[config.mk]
export PLATFORM = sky130hd
export DESIGN_NAME = lcm_mode_ctrl
export DESIGN_NICKNAME = d
export VERILOG_FILES = /design/src/design/lcm_pkg.sv /design/src/design/lcm_mode_ctrl.sv /design/src/design/lcm_pin_sync.sv /design/src/design/lcm_cmd_shift.sv
export SDC_FILE = /design/constraint.sdc
export NUM_CORES = 1
export LEC_CHECK = 0
export ABC_AREA = 0
export BUFFER_PORTS_ARGS = -buffer_cell sky130_fd_sc_hd__clkbuf_2
export CORE_ASPECT_RATIO = 0.75
export CORE_UTILIZATION = 45
export CTS_CLUSTER_SIZE = 10
export DETAILED_ROUTE_END_ITERATION = 7
export GPL_TIMING_DRIVEN = 0
export HOLD_SLACK_MARGIN = 0.15
export MAX_ROUTING_LAYER = met4
export PLACE_DENSITY = 0.81
export SLEW_MARGIN = 10
export SYNTH_ARGS = -nofsm -noshare
export SYNTH_HDL_FRONTEND = slang
export SYNTH_SLANG_ARGS = --single-unit
[constraint.sdc]
create_clock -name i_clk -period 2.5 [get_ports i_clk]
set_input_delay 0.5 -clock i_clk [delete_from_list [all_inputs] [get_ports i_clk]]
set_output_delay 0.5 -clock i_clk [all_outputs]
set_load 0.02 [all_outputs]
[src/design/lcm_pkg.sv]
// shared types, codes and timing for the lifecycle mode controller
package lcm_pkg;

  typedef enum logic [1:0] {
    MODE_FACTORY = 2'b00,
    MODE_DEV = 2'b01,
    MODE_PROT = 2'b10,
    MODE_TAMP = 2'b11
  } lcm_mode_type;

  // configuration byte codes as stored in embedded program memory
  localparam logic [7:0] CFG_FACTORY = 8'hff;
  localparam logic [7:0] CFG_DEV = 8'h3c;
  localparam logic [7:0] CFG_PROT = 8'ha5;
  localparam logic [7:0] CFG_TAMP = 8'h96;
  localparam logic [7:0] LOCK_SET = 8'h5a;
  localparam logic [7:0] LOCK_OPEN = 8'hff;

  typedef struct packed {
    logic [7:0] lock;
    logic [7:0] mode;
  } lcm_cfg_type;

  // monitor port command bytes
  localparam logic [7:0] CMD_BREAK = 8'h01;
  localparam logic [7:0] CMD_RESUME = 8'h02;
  localparam logic [7:0] CMD_MEM_READ = 8'h10;
  localparam logic [7:0] CMD_MEM_WRITE = 8'h11;
  localparam logic [7:0] CMD_SET_PROT = 8'h20;
  localparam logic [7:0] CMD_RETURN_DEV = 8'h21;
  localparam logic [7:0] CMD_FACTORY_DONE = 8'h30;

  localparam int CMD_BITS = 8;
  localparam int BLOCK_BYTES = 64;

  localparam int CLK_PERIOD_NS = 8;
  localparam int IDLE_TIMEOUT_NS = 2000;
  // longest time, so round down
  localparam int IDLE_TIMEOUT_CYC = IDLE_TIMEOUT_NS / CLK_PERIOD_NS;

  // unknown patterns fall back to the most restrictive mode
  function automatic lcm_mode_type cfg_decode(input lcm_cfg_type cfg);
    lcm_mode_type m;
    m = MODE_PROT;
    unique case (cfg.mode)
      CFG_FACTORY: m = (cfg.lock == LOCK_OPEN) ? MODE_FACTORY : MODE_PROT;
      CFG_DEV: m = MODE_DEV;
      CFG_PROT: m = MODE_PROT;
      CFG_TAMP: m = MODE_TAMP;
      default: m = MODE_PROT;
    endcase
    return m;
  endfunction : cfg_decode

endpackage : lcm_pkg

[src/design/lcm_mode_ctrl.sv]
// lifecycle mode controller: boot evaluation, monitor command gating, erase-and-return sequence
//
// Contract
// - mode lives in config bytes; monitor command only
// - delivered in development, factory test locked forever
// - factory test first; test and configuration only there
// - development: monitor port fully works, incl. download
// - development: debug command raises software break
// - break holds until resume command or reset; code also drops it once mode leaves development
// - protected refuses memory access, disables debug
// - return command: erase first, then development
// - tampered while return sequence runs
// - failed return from protected ends tampered
// - tampered accepts return; failure stays tampered
// - reset or wake-up runs cold boot
// - boot evaluates mode, applies flags, warm vector
// - boot leaves wake-up source bits untouched
// - monitor port is two-wire clock and data
// - programming in whole 64-byte blocks
// - 16-bit monitor, watches, breakpoints, single step
// - monitor features mostly development-only
// - development: watchdog overflow gives nmi, not reset
module lcm_mode_ctrl
  import lcm_pkg::*;
(
  input wire logic i_clk,
  input wire logic i_sys_rst,
  input wire logic i_monitor_serial_clock,
  input wire logic i_monitor_serial_data,
  output logic o_cfg_rd,
  input wire logic i_cfg_rd_valid,
  input wire lcm_cfg_type i_cfg_rd_data,
  output logic o_cfg_wr_valid,
  output lcm_cfg_type o_cfg_wr_data,
  input wire logic i_cfg_wr_done,
  output logic o_erase_req,
  input wire logic i_erase_done,
  input wire logic i_erase_ok,
  input wire logic i_sw_wr_req,
  input wire logic i_sw_wr_cfg_area,
  output logic o_sw_wr_grant,
  input wire logic i_wdt_overflow,
  output logic o_wdt_nmi,
  output logic o_wdt_reset,
  output lcm_mode_type o_mode,
  output logic o_boot_busy,
  output logic o_warm_boot,
  output logic o_wake_src_hold,
  output logic o_test_en,
  output logic o_debug_en,
  output logic o_break_halt,
  output logic o_mon_rd_req,
  output logic o_mon_refused,
  output logic o_dl_valid,
  output logic [7:0] o_dl_data,
  output logic o_dl_block_end
);

  typedef enum logic [2:0] {
    ST_BOOT_REQ = 3'b000,
    ST_BOOT_WAIT = 3'b001,
    ST_RUN = 3'b010,
    ST_WR_WAIT = 3'b011,
    ST_MARK_WAIT = 3'b100,
    ST_ERASE_WAIT = 3'b101,
    ST_DEV_WAIT = 3'b110
  } lcm_state_type;

  //////////////////////////////////////////////////////////////////////////////
  // monitor pins

  logic [1:0] pin_level;
  logic [1:0] pin_rise;
  logic cmd_valid;
  logic [7:0] cmd_byte;

  lcm_pin_sync #(.WIDTH(2)) u_sync (
    .i_clk(i_clk),
    .i_sys_rst(i_sys_rst),
    .i_async({i_monitor_serial_data, i_monitor_serial_clock}),
    .o_level(pin_level),
    .o_rise(pin_rise)
  );

  // data is taken on the rising edge of the monitor clock
  lcm_cmd_shift #(.BITS(CMD_BITS), .IDLE_CYC(IDLE_TIMEOUT_CYC)) u_shift (
    .i_clk(i_clk),
    .i_sys_rst(i_sys_rst),
    .i_bit_stb(pin_rise[0]),
    .i_bit(pin_level[1]),
    .o_byte_valid(cmd_valid),
    .o_byte(cmd_byte)
  );

  //////////////////////////////////////////////////////////////////////////////
  // command decode

  lcm_state_type state_q;
  lcm_mode_type mode_q;
  logic [6:0] dl_left_q;
  logic in_download;
  logic run_cmd;
  logic is_dev;

  assign is_dev = (mode_q == MODE_DEV);
  assign in_download = (dl_left_q != 7'h00);
  // commands are only looked at once boot has settled the mode
  assign run_cmd = cmd_valid && (state_q == ST_RUN) && !in_download;

  //////////////////////////////////////////////////////////////////////////////
  // boot and mode sequencing

  always_ff @(posedge i_clk) begin
    if (i_sys_rst) begin
      state_q <= ST_BOOT_REQ;
      mode_q <= MODE_PROT;
      o_cfg_wr_data <= '{lock: LOCK_SET, mode: CFG_PROT};
      o_warm_boot <= 1'b0;
    end else begin
      o_warm_boot <= 1'b0;
      unique case (state_q)
        ST_BOOT_REQ: begin
          state_q <= ST_BOOT_WAIT;
        end
        ST_BOOT_WAIT: begin
          if (i_cfg_rd_valid) begin
            mode_q <= cfg_decode(i_cfg_rd_data);
            o_warm_boot <= 1'b1;
            state_q <= ST_RUN;
          end
        end
        ST_RUN: begin
          if (run_cmd) begin
            unique case (cmd_byte)
              CMD_FACTORY_DONE: begin
                if (mode_q == MODE_FACTORY) begin
                  // locking makes the erased pattern decode as protected
                  o_cfg_wr_data <= '{lock: LOCK_SET, mode: CFG_DEV};
                  state_q <= ST_WR_WAIT;
                end
              end
              CMD_SET_PROT: begin
                if (is_dev) begin
                  mode_q <= MODE_PROT;
                  o_cfg_wr_data <= '{lock: LOCK_SET, mode: CFG_PROT};
                  state_q <= ST_WR_WAIT;
                end
              end
              CMD_RETURN_DEV: begin
                if (mode_q == MODE_PROT || mode_q == MODE_TAMP) begin
                  mode_q <= MODE_TAMP;
                  o_cfg_wr_data <= '{lock: LOCK_SET, mode: CFG_TAMP};
                  state_q <= ST_MARK_WAIT;
                end
              end
              default: begin
              end
            endcase
          end
        end
        ST_WR_WAIT: begin
          if (i_cfg_wr_done) begin
            mode_q <= cfg_decode(o_cfg_wr_data);
            state_q <= ST_RUN;
          end
        end
        ST_MARK_WAIT: begin
          if (i_cfg_wr_done) begin
            state_q <= ST_ERASE_WAIT;
          end
        end
        ST_ERASE_WAIT: begin
          if (i_erase_done) begin
            if (i_erase_ok) begin
              o_cfg_wr_data <= '{lock: LOCK_SET, mode: CFG_DEV};
              state_q <= ST_DEV_WAIT;
            end else begin
              state_q <= ST_RUN;
            end
          end
        end
        ST_DEV_WAIT: begin
          if (i_cfg_wr_done) begin
            mode_q <= MODE_DEV;
            state_q <= ST_RUN;
          end
        end
        default: begin
          state_q <= ST_BOOT_REQ;
        end
      endcase
    end
  end

  assign o_cfg_rd = (state_q == ST_BOOT_REQ);
  // config bytes are written only by the command sequences above
  assign o_cfg_wr_valid = (state_q == ST_WR_WAIT) || (state_q == ST_MARK_WAIT) || (state_q == ST_DEV_WAIT);
  assign o_erase_req = (state_q == ST_ERASE_WAIT);
  assign o_boot_busy = (state_q == ST_BOOT_REQ) || (state_q == ST_BOOT_WAIT);
  // no write path to the wake-up source bits exists while booting
  assign o_wake_src_hold = o_boot_busy;
  assign o_mode = mode_q;

  //////////////////////////////////////////////////////////////////////////////
  // software access and watchdog routing

  assign o_sw_wr_grant = i_sw_wr_req && !i_sw_wr_cfg_area;
  assign o_wdt_nmi = i_wdt_overflow && is_dev;
  assign o_wdt_reset = i_wdt_overflow && !is_dev;
  assign o_test_en = (mode_q == MODE_FACTORY) && (state_q == ST_RUN);
  // breakpoints, watches and single step of the monitor core hang off this
  assign o_debug_en = is_dev && (state_q == ST_RUN);

  //////////////////////////////////////////////////////////////////////////////
  // debug break

  always_ff @(posedge i_clk) begin
    if (i_sys_rst) begin
      o_break_halt <= 1'b0;
    end else if (!is_dev) begin
      o_break_halt <= 1'b0;
    end else if (run_cmd && cmd_byte == CMD_BREAK) begin
      o_break_halt <= 1'b1;
    end else if (run_cmd && cmd_byte == CMD_RESUME) begin
      o_break_halt <= 1'b0;
    end
  end

  //////////////////////////////////////////////////////////////////////////////
  // memory read and block download

  always_ff @(posedge i_clk) begin
    if (i_sys_rst) begin
      o_mon_rd_req <= 1'b0;
      o_mon_refused <= 1'b0;
    end else begin
      o_mon_rd_req <= run_cmd && cmd_byte == CMD_MEM_READ && is_dev;
      o_mon_refused <= run_cmd && !is_dev && (cmd_byte == CMD_MEM_READ || cmd_byte == CMD_MEM_WRITE);
    end
  end

  // bytes after a granted write command are data, not commands
  always_ff @(posedge i_clk) begin
    if (i_sys_rst) begin
      dl_left_q <= 7'h00;
      o_dl_valid <= 1'b0;
      o_dl_data <= 8'h00;
      o_dl_block_end <= 1'b0;
    end else begin
      o_dl_valid <= 1'b0;
      o_dl_block_end <= 1'b0;
      if (run_cmd && cmd_byte == CMD_MEM_WRITE && is_dev) begin
        dl_left_q <= 7'(BLOCK_BYTES);
      end else if (cmd_valid && in_download) begin
        o_dl_valid <= 1'b1;
        o_dl_data <= cmd_byte;
        dl_left_q <= dl_left_q - 7'h01;
        o_dl_block_end <= (dl_left_q == 7'h01);
      end
    end
  end

  //////////////////////////////////////////////////////////////////////////////
  // checks

  a_read_needs_dev: assert property (@(posedge i_clk) disable iff (i_sys_rst)
    o_mon_rd_req |-> $past(mode_q) == MODE_DEV)
    else $error("memory read granted outside development mode");

  a_break_from_dev: assert property (@(posedge i_clk) disable iff (i_sys_rst)
    $rose(o_break_halt) |-> $past(mode_q) == MODE_DEV && $past(cmd_byte) == CMD_BREAK)
    else $error("break raised without debug command in development mode");

  a_break_holds: assert property (@(posedge i_clk) disable iff (i_sys_rst)
    (o_break_halt && is_dev && !(run_cmd && cmd_byte == CMD_RESUME)) |=> o_break_halt)
    else $error("break released without resume");

  a_tamper_in_erase: assert property (@(posedge i_clk) disable iff (i_sys_rst)
    (o_erase_req || state_q == ST_MARK_WAIT) |-> mode_q == MODE_TAMP)
    else $error("return sequence running outside tampered mode");

  a_erase_fail_tamp: assert property (@(posedge i_clk) disable iff (i_sys_rst)
    (o_erase_req && i_erase_done && !i_erase_ok) |=> (mode_q == MODE_TAMP && state_q == ST_RUN) [*2])
    else $error("failed erase did not settle in tampered mode");

  a_dev_after_erase: assert property (@(posedge i_clk) disable iff (i_sys_rst)
    ($past(mode_q) == MODE_TAMP && mode_q == MODE_DEV) |-> $past(state_q) == ST_DEV_WAIT)
    else $error("development resumed without completed erase");

  a_no_factory_back: assert property (@(posedge i_clk) disable iff (i_sys_rst)
    ($past(state_q) == ST_RUN && $past(mode_q) != MODE_FACTORY) |-> mode_q != MODE_FACTORY)
    else $error("factory test mode re-entered");

  a_boot_warm: assert property (@(posedge i_clk) disable iff (i_sys_rst)
    (state_q == ST_BOOT_WAIT && i_cfg_rd_valid) |=> o_warm_boot ##1 !o_warm_boot)
    else $error("warm boot pulse missing after mode evaluation");

  a_cfg_wr_cmd: assert property (@(posedge i_clk) disable iff (i_sys_rst)
    $rose(o_cfg_wr_valid) |-> $past(run_cmd) || $past(state_q) == ST_ERASE_WAIT)
    else $error("config write not caused by a monitor command");

  a_block_length: assert property (@(posedge i_clk) disable iff (i_sys_rst)
    (run_cmd && cmd_byte == CMD_MEM_WRITE && is_dev) |=> dl_left_q == 7'(BLOCK_BYTES))
    else $error("download block length wrong");

  a_wdt_dev_nmi: assert property (@(posedge i_clk) disable iff (i_sys_rst)
    i_wdt_overflow |-> (o_wdt_nmi != o_wdt_reset) && (o_wdt_nmi == (o_mode == MODE_DEV)))
    else $error("watchdog overflow misrouted");

endmodule : lcm_mode_ctrl

[src/design/lcm_pin_sync.sv]
// two-flop synchroniser with rising edge detect for the monitor pins
module lcm_pin_sync #(
  parameter int WIDTH = 2
) (
  input wire logic i_clk,
  input wire logic i_sys_rst,
  input wire logic [WIDTH-1:0] i_async,
  output logic [WIDTH-1:0] o_level,
  output logic [WIDTH-1:0] o_rise
);

  // refused at elaboration: the loop needs one pin at least
  if (WIDTH < 1) begin : g_bad_width
    $error("lcm_pin_sync: WIDTH must be at least 1");
  end

  logic [WIDTH-1:0] meta_q;
  logic [WIDTH-1:0] sync_q;
  logic [WIDTH-1:0] prev_q;

  genvar g;
  generate
    for (g = 0; g < WIDTH; g++) begin : g_bit
      always_ff @(posedge i_clk) begin
        if (i_sys_rst) begin
          meta_q[g] <= 1'b0;
          sync_q[g] <= 1'b0;
          prev_q[g] <= 1'b0;
        end else begin
          meta_q[g] <= i_async[g];
          sync_q[g] <= meta_q[g];
          prev_q[g] <= sync_q[g];
        end
      end
      assign o_rise[g] = sync_q[g] & ~prev_q[g];
    end
  endgenerate

  assign o_level = sync_q;

endmodule : lcm_pin_sync

[src/design/lcm_cmd_shift.sv]
// serial-to-byte shifter for the monitor data line, msb first
module lcm_cmd_shift
  import lcm_pkg::*;
#(
  parameter int BITS = CMD_BITS,
  parameter int IDLE_CYC = IDLE_TIMEOUT_CYC
) (
  input wire logic i_clk,
  input wire logic i_sys_rst,
  input wire logic i_bit_stb,
  input wire logic i_bit,
  output logic o_byte_valid,
  output logic [BITS-1:0] o_byte
);

  // shift keeps one old bit at least; counters are 5 and 16 bits
  if (BITS < 2 || BITS > 16) begin : g_bad_bits
    $error("lcm_cmd_shift: BITS out of range");
  end
  if (IDLE_CYC < 1 || IDLE_CYC > 65535) begin : g_bad_idle
    $error("lcm_cmd_shift: IDLE_CYC out of range");
  end

  logic [BITS-1:0] shift_q;
  logic [4:0] cnt_q;
  logic [15:0] idle_q;

  // a stalled host loses only its partial byte, framing restarts
  always_ff @(posedge i_clk) begin
    if (i_sys_rst) begin
      idle_q <= 16'h0000;
    end else if (i_bit_stb) begin
      idle_q <= 16'h0000;
    end else if (idle_q != 16'(IDLE_CYC)) begin
      idle_q <= idle_q + 16'h0001;
    end
  end

  always_ff @(posedge i_clk) begin
    if (i_sys_rst) begin
      cnt_q <= 5'h00;
      shift_q <= '0;
      o_byte_valid <= 1'b0;
      o_byte <= '0;
    end else begin
      o_byte_valid <= 1'b0;
      if (i_bit_stb) begin
        shift_q <= {shift_q[BITS-2:0], i_bit};
        if (cnt_q == 5'(BITS - 1)) begin
          cnt_q <= 5'h00;
          o_byte_valid <= 1'b1;
          o_byte <= {shift_q[BITS-2:0], i_bit};
        end else begin
          cnt_q <= cnt_q + 5'h01;
        end
      end else if (idle_q == 16'(IDLE_CYC)) begin
        cnt_q <= 5'h00;
      end
    end
  end

endmodule : lcm_cmd_shift

Yosys cells after proc, flatten, opt, wreduce, memory -nomap -nowiden
Index checks and enable logic that the tools add are counted.
Word-level totals
  flip-flop bits (word level): 84
  input port bits: 27
Operators by class
  $add $sub $neg: 3
  equality and inequality tests: 41
  multiplexer cells: 41
  bitwise operators: 7
  reduce and logical (&&, ||, !) cells: 44
Operator list (number)
  $mux W16: 6
  $eq A8 B8 Y1 const B: 6
  $pmux W16 S3: 1
  $eq A8 B6 Y1 const B: 5
  $pmux W16 S2: 1
  $mux W3: 9
  $pmux W3 S6: 1
  $add A16 B1 Y16 const B: 1
  $eq A16 B8 Y1 const B: 1
  $eq A8 B5 Y1 const B: 2
  $logic_and A1 B1 Y1: 16
  $mux W2: 8
  $ne A16 B8 Y1 const B: 1
  $reduce_and A8 Y1: 2
  $mux W5: 3
  $mux W7: 2
  $pmux W2 S3: 2
  $reduce_or A2 Y1: 6
  $ne A2 B2 Y1 const B: 5
  $eq A3 B3 Y1 const B: 3
  $ne A3 B3 Y1 const B: 3
  $pmux W3 S3: 1
  $reduce_and A9 Y1: 1
  $eq A8 B1 Y1 const B: 1
  other kinds (26): 49

Logic depth before layout (Yosys ltp)
  depth after elaboration: 7
  gate-level depth with buffers: 8
  depth with buffers taken out: 7

Modules after synthesis
From an unflattened synthesis, not the netlist that was laid out.
Second synthesis, totals
  cells, all modules: 428
  area total of the unflattened synthesis: 3727.3 um^2
Modules (own cells, without submodules)
  lcm_mode_ctrl: instances 1, cells an instance 231, area an instance 1935.6 um^2, seq. area each 640.6 um^2
  lcm_cmd_shift: instances 1, cells an instance 183, area an instance 1621.6 um^2, seq. area each 740.7 um^2
  lcm_pin_sync: instances 1, cells an instance 14, area an instance 170.2 um^2, seq. area each 120.1 um^2

Worst setup path before layout
No wires, ideal clock.
  path type: reg-to-reg
  start: reg dl_left_q[2]
  end: reg o_cfg_wr_data[5] (netlist name)
  setup time: 0.120 ns
  data arrival time: 2.333 ns
  path slack: 0.047 ns
  cell stages (with the launch flop): 7
  path buffers: 1
  path through: dfxtp_1 or4_4 or3_1 buf_2 or4_4 or3_1 o31a_1
On the way
  longest elaborated chain between the ends: 5
RTL lines
  start: declaration: RTL line lcm_mode_ctrl.sv:100  | logic [6:0] dl_left_q;
  start signal: assignment: RTL line lcm_mode_ctrl.sv:253  | dl_left_q <= 7'(BLOCK_BYTES);
  start signal: assignment: RTL line lcm_mode_ctrl.sv:257  | dl_left_q <= dl_left_q - 7'h01;
  $reduce_bool A7 Y1: RTL line lcm_mode_ctrl.sv:106  | assign in_download = (dl_left_q != 7'h00);
  $logic_not A1 Y1: RTL line lcm_mode_ctrl.sv:108  | assign run_cmd = cmd_valid && (state_q == ST_RUN) && !in_download;
  $logic_and A1 B1 Y1: RTL line lcm_mode_ctrl.sv:108
  $ne A2 B2 Y1 (no source line)
  $reduce_and A8 Y1 (no source line)
  end signal: assignment: RTL line lcm_mode_ctrl.sv:117  | o_cfg_wr_data <= '{lock: LOCK_SET, mode: CFG_PROT};
  end signal: assignment: RTL line lcm_mode_ctrl.sv:138  | o_cfg_wr_data <= '{lock: LOCK_SET, mode: CFG_DEV};
  end signal: assignment: RTL line lcm_mode_ctrl.sv:145  | o_cfg_wr_data <= '{lock: LOCK_SET, mode: CFG_PROT};
  end: declaration: RTL line lcm_mode_ctrl.sv:34  | output lcm_cfg_type o_cfg_wr_data,
Every way passes these cells.
A chain may end at the register's enable or synchronous reset.

Final worst setup path
  start: reg dl_left_q[5]
  end: reg o_cfg_wr_data[5] (netlist name)
Same word-level chain as after synthesis.

==> flow_metrics.py <==
metrics = {
    "run_status": {
        "status": "finished clean",
    },
    "placement": {
        "gp_congestion": 0.879,
        "place_ws_ns": -0.0694,
        "hpwl_mm": 5.81,
        "port_buffers": 57,
    },
    "sta": {
        "fin_crit_ns": 2.46,
        "max_freq_ghz": 0.406,
        "finalWorstSetupSlack_ns": 0.0370,
        "worstMarginPinSlew_ns": 0.630,
        "setup_tns_ns": 0,
        "min_period_over_period_pct": 98.5,
        "rsz0062_at_grt": "true",
        "slew_viol_final": 0,
        "finalClockSkew_ns": 0.0112,
        "setup_viol": 0,
        "hold_viol_final": 0,
        "slew_headroom_pct": 57.6,
    },
    "floorplanning": {
        "core_area_sq_um": 7400,
        "start_util_pct": 46.9,
        "top_level_ports": 69,
        "rows": 27,
        "dieHeight_um": 78.0,
        "die_x_um": 103,
        "dieArea_sq_um": 8060,
    },
    "synth": {
        "synth_area_leaders": "dfxtp_1 (43%), nand2_1 (5.3%), nor2_1 (5.1%), a21oi_1 (4.2%), xor2_1 (3.0%)",
        "yosysTopAreaCellShare_pct": 42.7,
        "synth_seq_cells": 74,
        "async_flop_share_pct": 0,
        "yosysWarnings": 0,
        "synth_cell_types": 51,
        "ys.flop_type": "dfxtp_1",
        "synth_edf_count": 0,
        "postSynthAreaPerCell_sq_um": 8.29,
        "netlist_area_sq_um": 3470,
        "synth_top_cell_by_area": "dfxtp_1",
        "seq_area_frac_synth_pct": 42.7,
        "netlist_instances": 418,
    },
    "global_route": {
        "antenna_found_initial": 0,
        "grt_pass1_wl_mm": 13.4,
        "grt_max_degree": 15,
        "grt-ovfl-total": 0,
        "track_usage_pct": 21.9,
        "first_global_vias": 2974,
    },
    "power_and_ir_drop": {
        "powerDensity_nw_per_um2": 583,
        "p_total_mw": 2.42,
        "p_sw_uw": 633,
        "pwr-share-comb_pct": 10.1,
        "swShare_pct": 26.2,
        "vdd_drop_max_v": 0.000311,
        "p_seq_share_pct": 50.1,
        "p_int_mw": 1.78,
        "p_leak_nw": 1.67,
        "p_clk_share_pct": 39.7,
    },
    "detailed_routing": {
        "vias": 3208,
        "drt_iter0_drc": 141,
        "drt_first_pass_iters": 5,
        "finalWirelength_mm": 7.90,
        "viasPerCell": 5.36,
        "remaining_drc_errors": 0,
        "ant_nets": 0,
        "routedWlPerCell_um": 13.2,
    },
    "cts": {
        "h-tree-depth": 3,
        "cts_buffer_depth": 2,
        "clockRootBuffer": "clkbuf_8",
        "path_clk_slew_ns": 0.08,
        "tritoncts": "yes",
        "insertion_delay_ns": 0.35,
        "cts_setup_buffers": 0,
        "cts_hold_buf": 0,
        "cts_made_buffers": 9,
        "clock-sinks": 74,
    },
    "setup_path": {
        "worstPathRequired_ns": 2.74,
        "cp_max_fo": 9,
        "criticalPathCategory": "flop to flop",
        "r2r-start": "dl_left_q[5]",
        "crit_buf_inv": 1,
        "r2r-end": "o_cfg_wr_data[5]",
        "cp_top_family": "simple AND/OR/NAND/NOR gates",
        "critical_path.startpoint_type": "flop",
        "critPathMaxStageDelay_ns": 0.55,
        "end_kind": "flop",
        "cp_slowest_cell": "or4_4",
        "reg2reg_slack_ns": 0.04,
        "reg2regPathDepth": 6,
        "crit_chain": "or4_4, or3_4, buf_6, or4_4, or3_4, o31a_1",
        "arrival_ns": 2.70,
    },
    "cells_and_area": {
        "nNetsFinal": 526,
        "drive_above_1_share_pct": 20.1,
        "diodes": 0,
        "fillers": 670,
        "area_growth_pct": 19.5,
    },
    "worst_hold_path": {
        "min-delay-start": "i_monitor_serial_clock",
        "whs_path_depth": 2,
        "hold_class": "input pin to flop",
        "whs_endpoint": "u_sync.meta_q[0]",
    },
    "flow_run": {
        "maxCapViolations": 0,
    },
}
## Yosys cell counts, types with 2 or more instances
cell type,n
a311oi_1,3
or4_4,2
nand4b_1,2
conb_1,2
xnor2_1,6
o21ai_0,8
nor2b_1,14
nand2b_1,9
buf_4,11
nor4_1,8
mux2i_1,10
a31oi_1,3
ha_1,6
inv_1,5
o21a_1,3
nand3b_1,2
a211oi_1,4
xor2_1,12
o31a_1,2
dfxtp_1,74
and4_1,2
o31ai_1,3
or3_1,5
a31o_2,2
and2_1,4
a21oi_1,29
nor3b_1,4
clkbuf_1,22
a22oi_1,2
nand4_1,11
nor3_1,14
nor2_1,47
nand3_1,16
nand2_1,49
or3b_2,2
and3_1,5
## power by group through the flow
stage	combinational, mW	sequential, mW	clock (mW)
6_report	0.245	1.21	0.961
5_1_grt	0.269	1.21	1.04
4_1_cts	0.243	1.21	0.974
3_5_place_dp	0.241	1.24	0
3_3_place_gp	0.235	1.24	0
2_1_floorplan	0.167	1.24	0
## what timing repair did
| action | in CTS | in global routing |
|---|---|---|
| pin swaps | 2 | 0 |
| setup endpoints to repair | 2 | 2 |
| gates resized for setup | 6 | 4 |
## layout by cell type, fill, tap and decap left out, drive strengths merged, types with 10 or more instances in the layout
master  netlist  layout
nand4        11      11
dfxtp        74      74
a21oi        29      29
xor2         12      12
nand2        49      49
nor3         14      14
nand3        16      16
mux2i        10      10
clkbuf       22      88
conb          2      10
nor2         47      47
nor2b        14      14
buf          12      12
## state kept, by name, indices dropped and copies added (netlist names)
name,flops
state_q,3
o_mon_rd_req,1
o_warm_boot,1
u_sync.o_level,2
u_shift.shift_q,7
o_dl_data,8
o_mode,2
u_shift.o_byte,8
u_shift.o_byte_valid,1
o_dl_block_end,1
u_sync.meta_q,2
u_shift.cnt_q,5
o_mon_refused,1
dl_left_q,7
u_shift.idle_q,16
o_break_halt,1
u_sync.prev_q,1
o_dl_valid,1
o_cfg_wr_data,6
## cells by family after synthesis
logic type,after synthesis,synth area share [%]
AOI/OAI and AO/OA,70,13.0
buffers and inverters,39,5.45
muxes,11,3.21
adders and majority gates,6,2.17
and+or+nand+nor,198,28.7
xor gates and xnor gates,18,4.55
other,2,0.217
DFF,74,42.7
## worst register-to-register path, cell delays in order, from the launching register on
cell and delay, ns:
dfxtp_2 0.33, or4_4 0.55, or3_4 0.35, buf_6 0.14
or4_4 0.53, or3_4 0.34, o31a_1 0.11
## how the worst max path moves through the flow
stage,depth (start not counted),end,slack (ns),startpoint
global placement,6,o_cfg_wr_data[5],-0.06,dl_left_q[2]
detailed placement,6,o_cfg_wr_data[5],-0.07,dl_left_q[2]
global route,6,o_cfg_wr_data[5],-0.007,dl_left_q[2]
CTS,6,o_cfg_wr_data[5],0.04,dl_left_q[5]
finish,6,o_cfg_wr_data[5],0.04,dl_left_q[5]
floorplan,6,o_cfg_wr_data[5],0.05,dl_left_q[2]
## per-layer routing
| metal | share of wire, % | GRT usage, % |
|---|---|---|
| met5 | 0 | - |
| met4 | 0.89 | 6.62 |
| met3 | 5.8 | 5.70 |
| met2 | 48 | 34.7 |
| met1 | 46 | 27.5 |
## metrics by stage
step / utilization, % / hold slack (ns) / cell area (sq um) / instances
4_1_cts: 55.9 / 0.389 / 4140 / 600
2_1_floorplan: - / 0.414 / 3500 / 426
3_3_place_gp: 52.8 / 0.424 / 3910 / 584
5_1_grt: 56.0 / 0.401 / 4140 / 599
6_report: 56.0 / 0.397 / 4140 / 599
3_5_place_dp: 52.8 / 0.436 / 3910 / 584
## final cells by class
class,count,area (sq um),share of cell area (%)
timing repair buffer,57,285,6.88
clock inverter,6,72.6,1.75
multi-input combinational,313,1850,44.5
inverter,5,18.8,0.453
tap,101,126,3.05
sequential,74,1480,35.8
clock buffer,10,138,3.32
buffer,33,174,4.20
(Power assumes the default switching activity.)
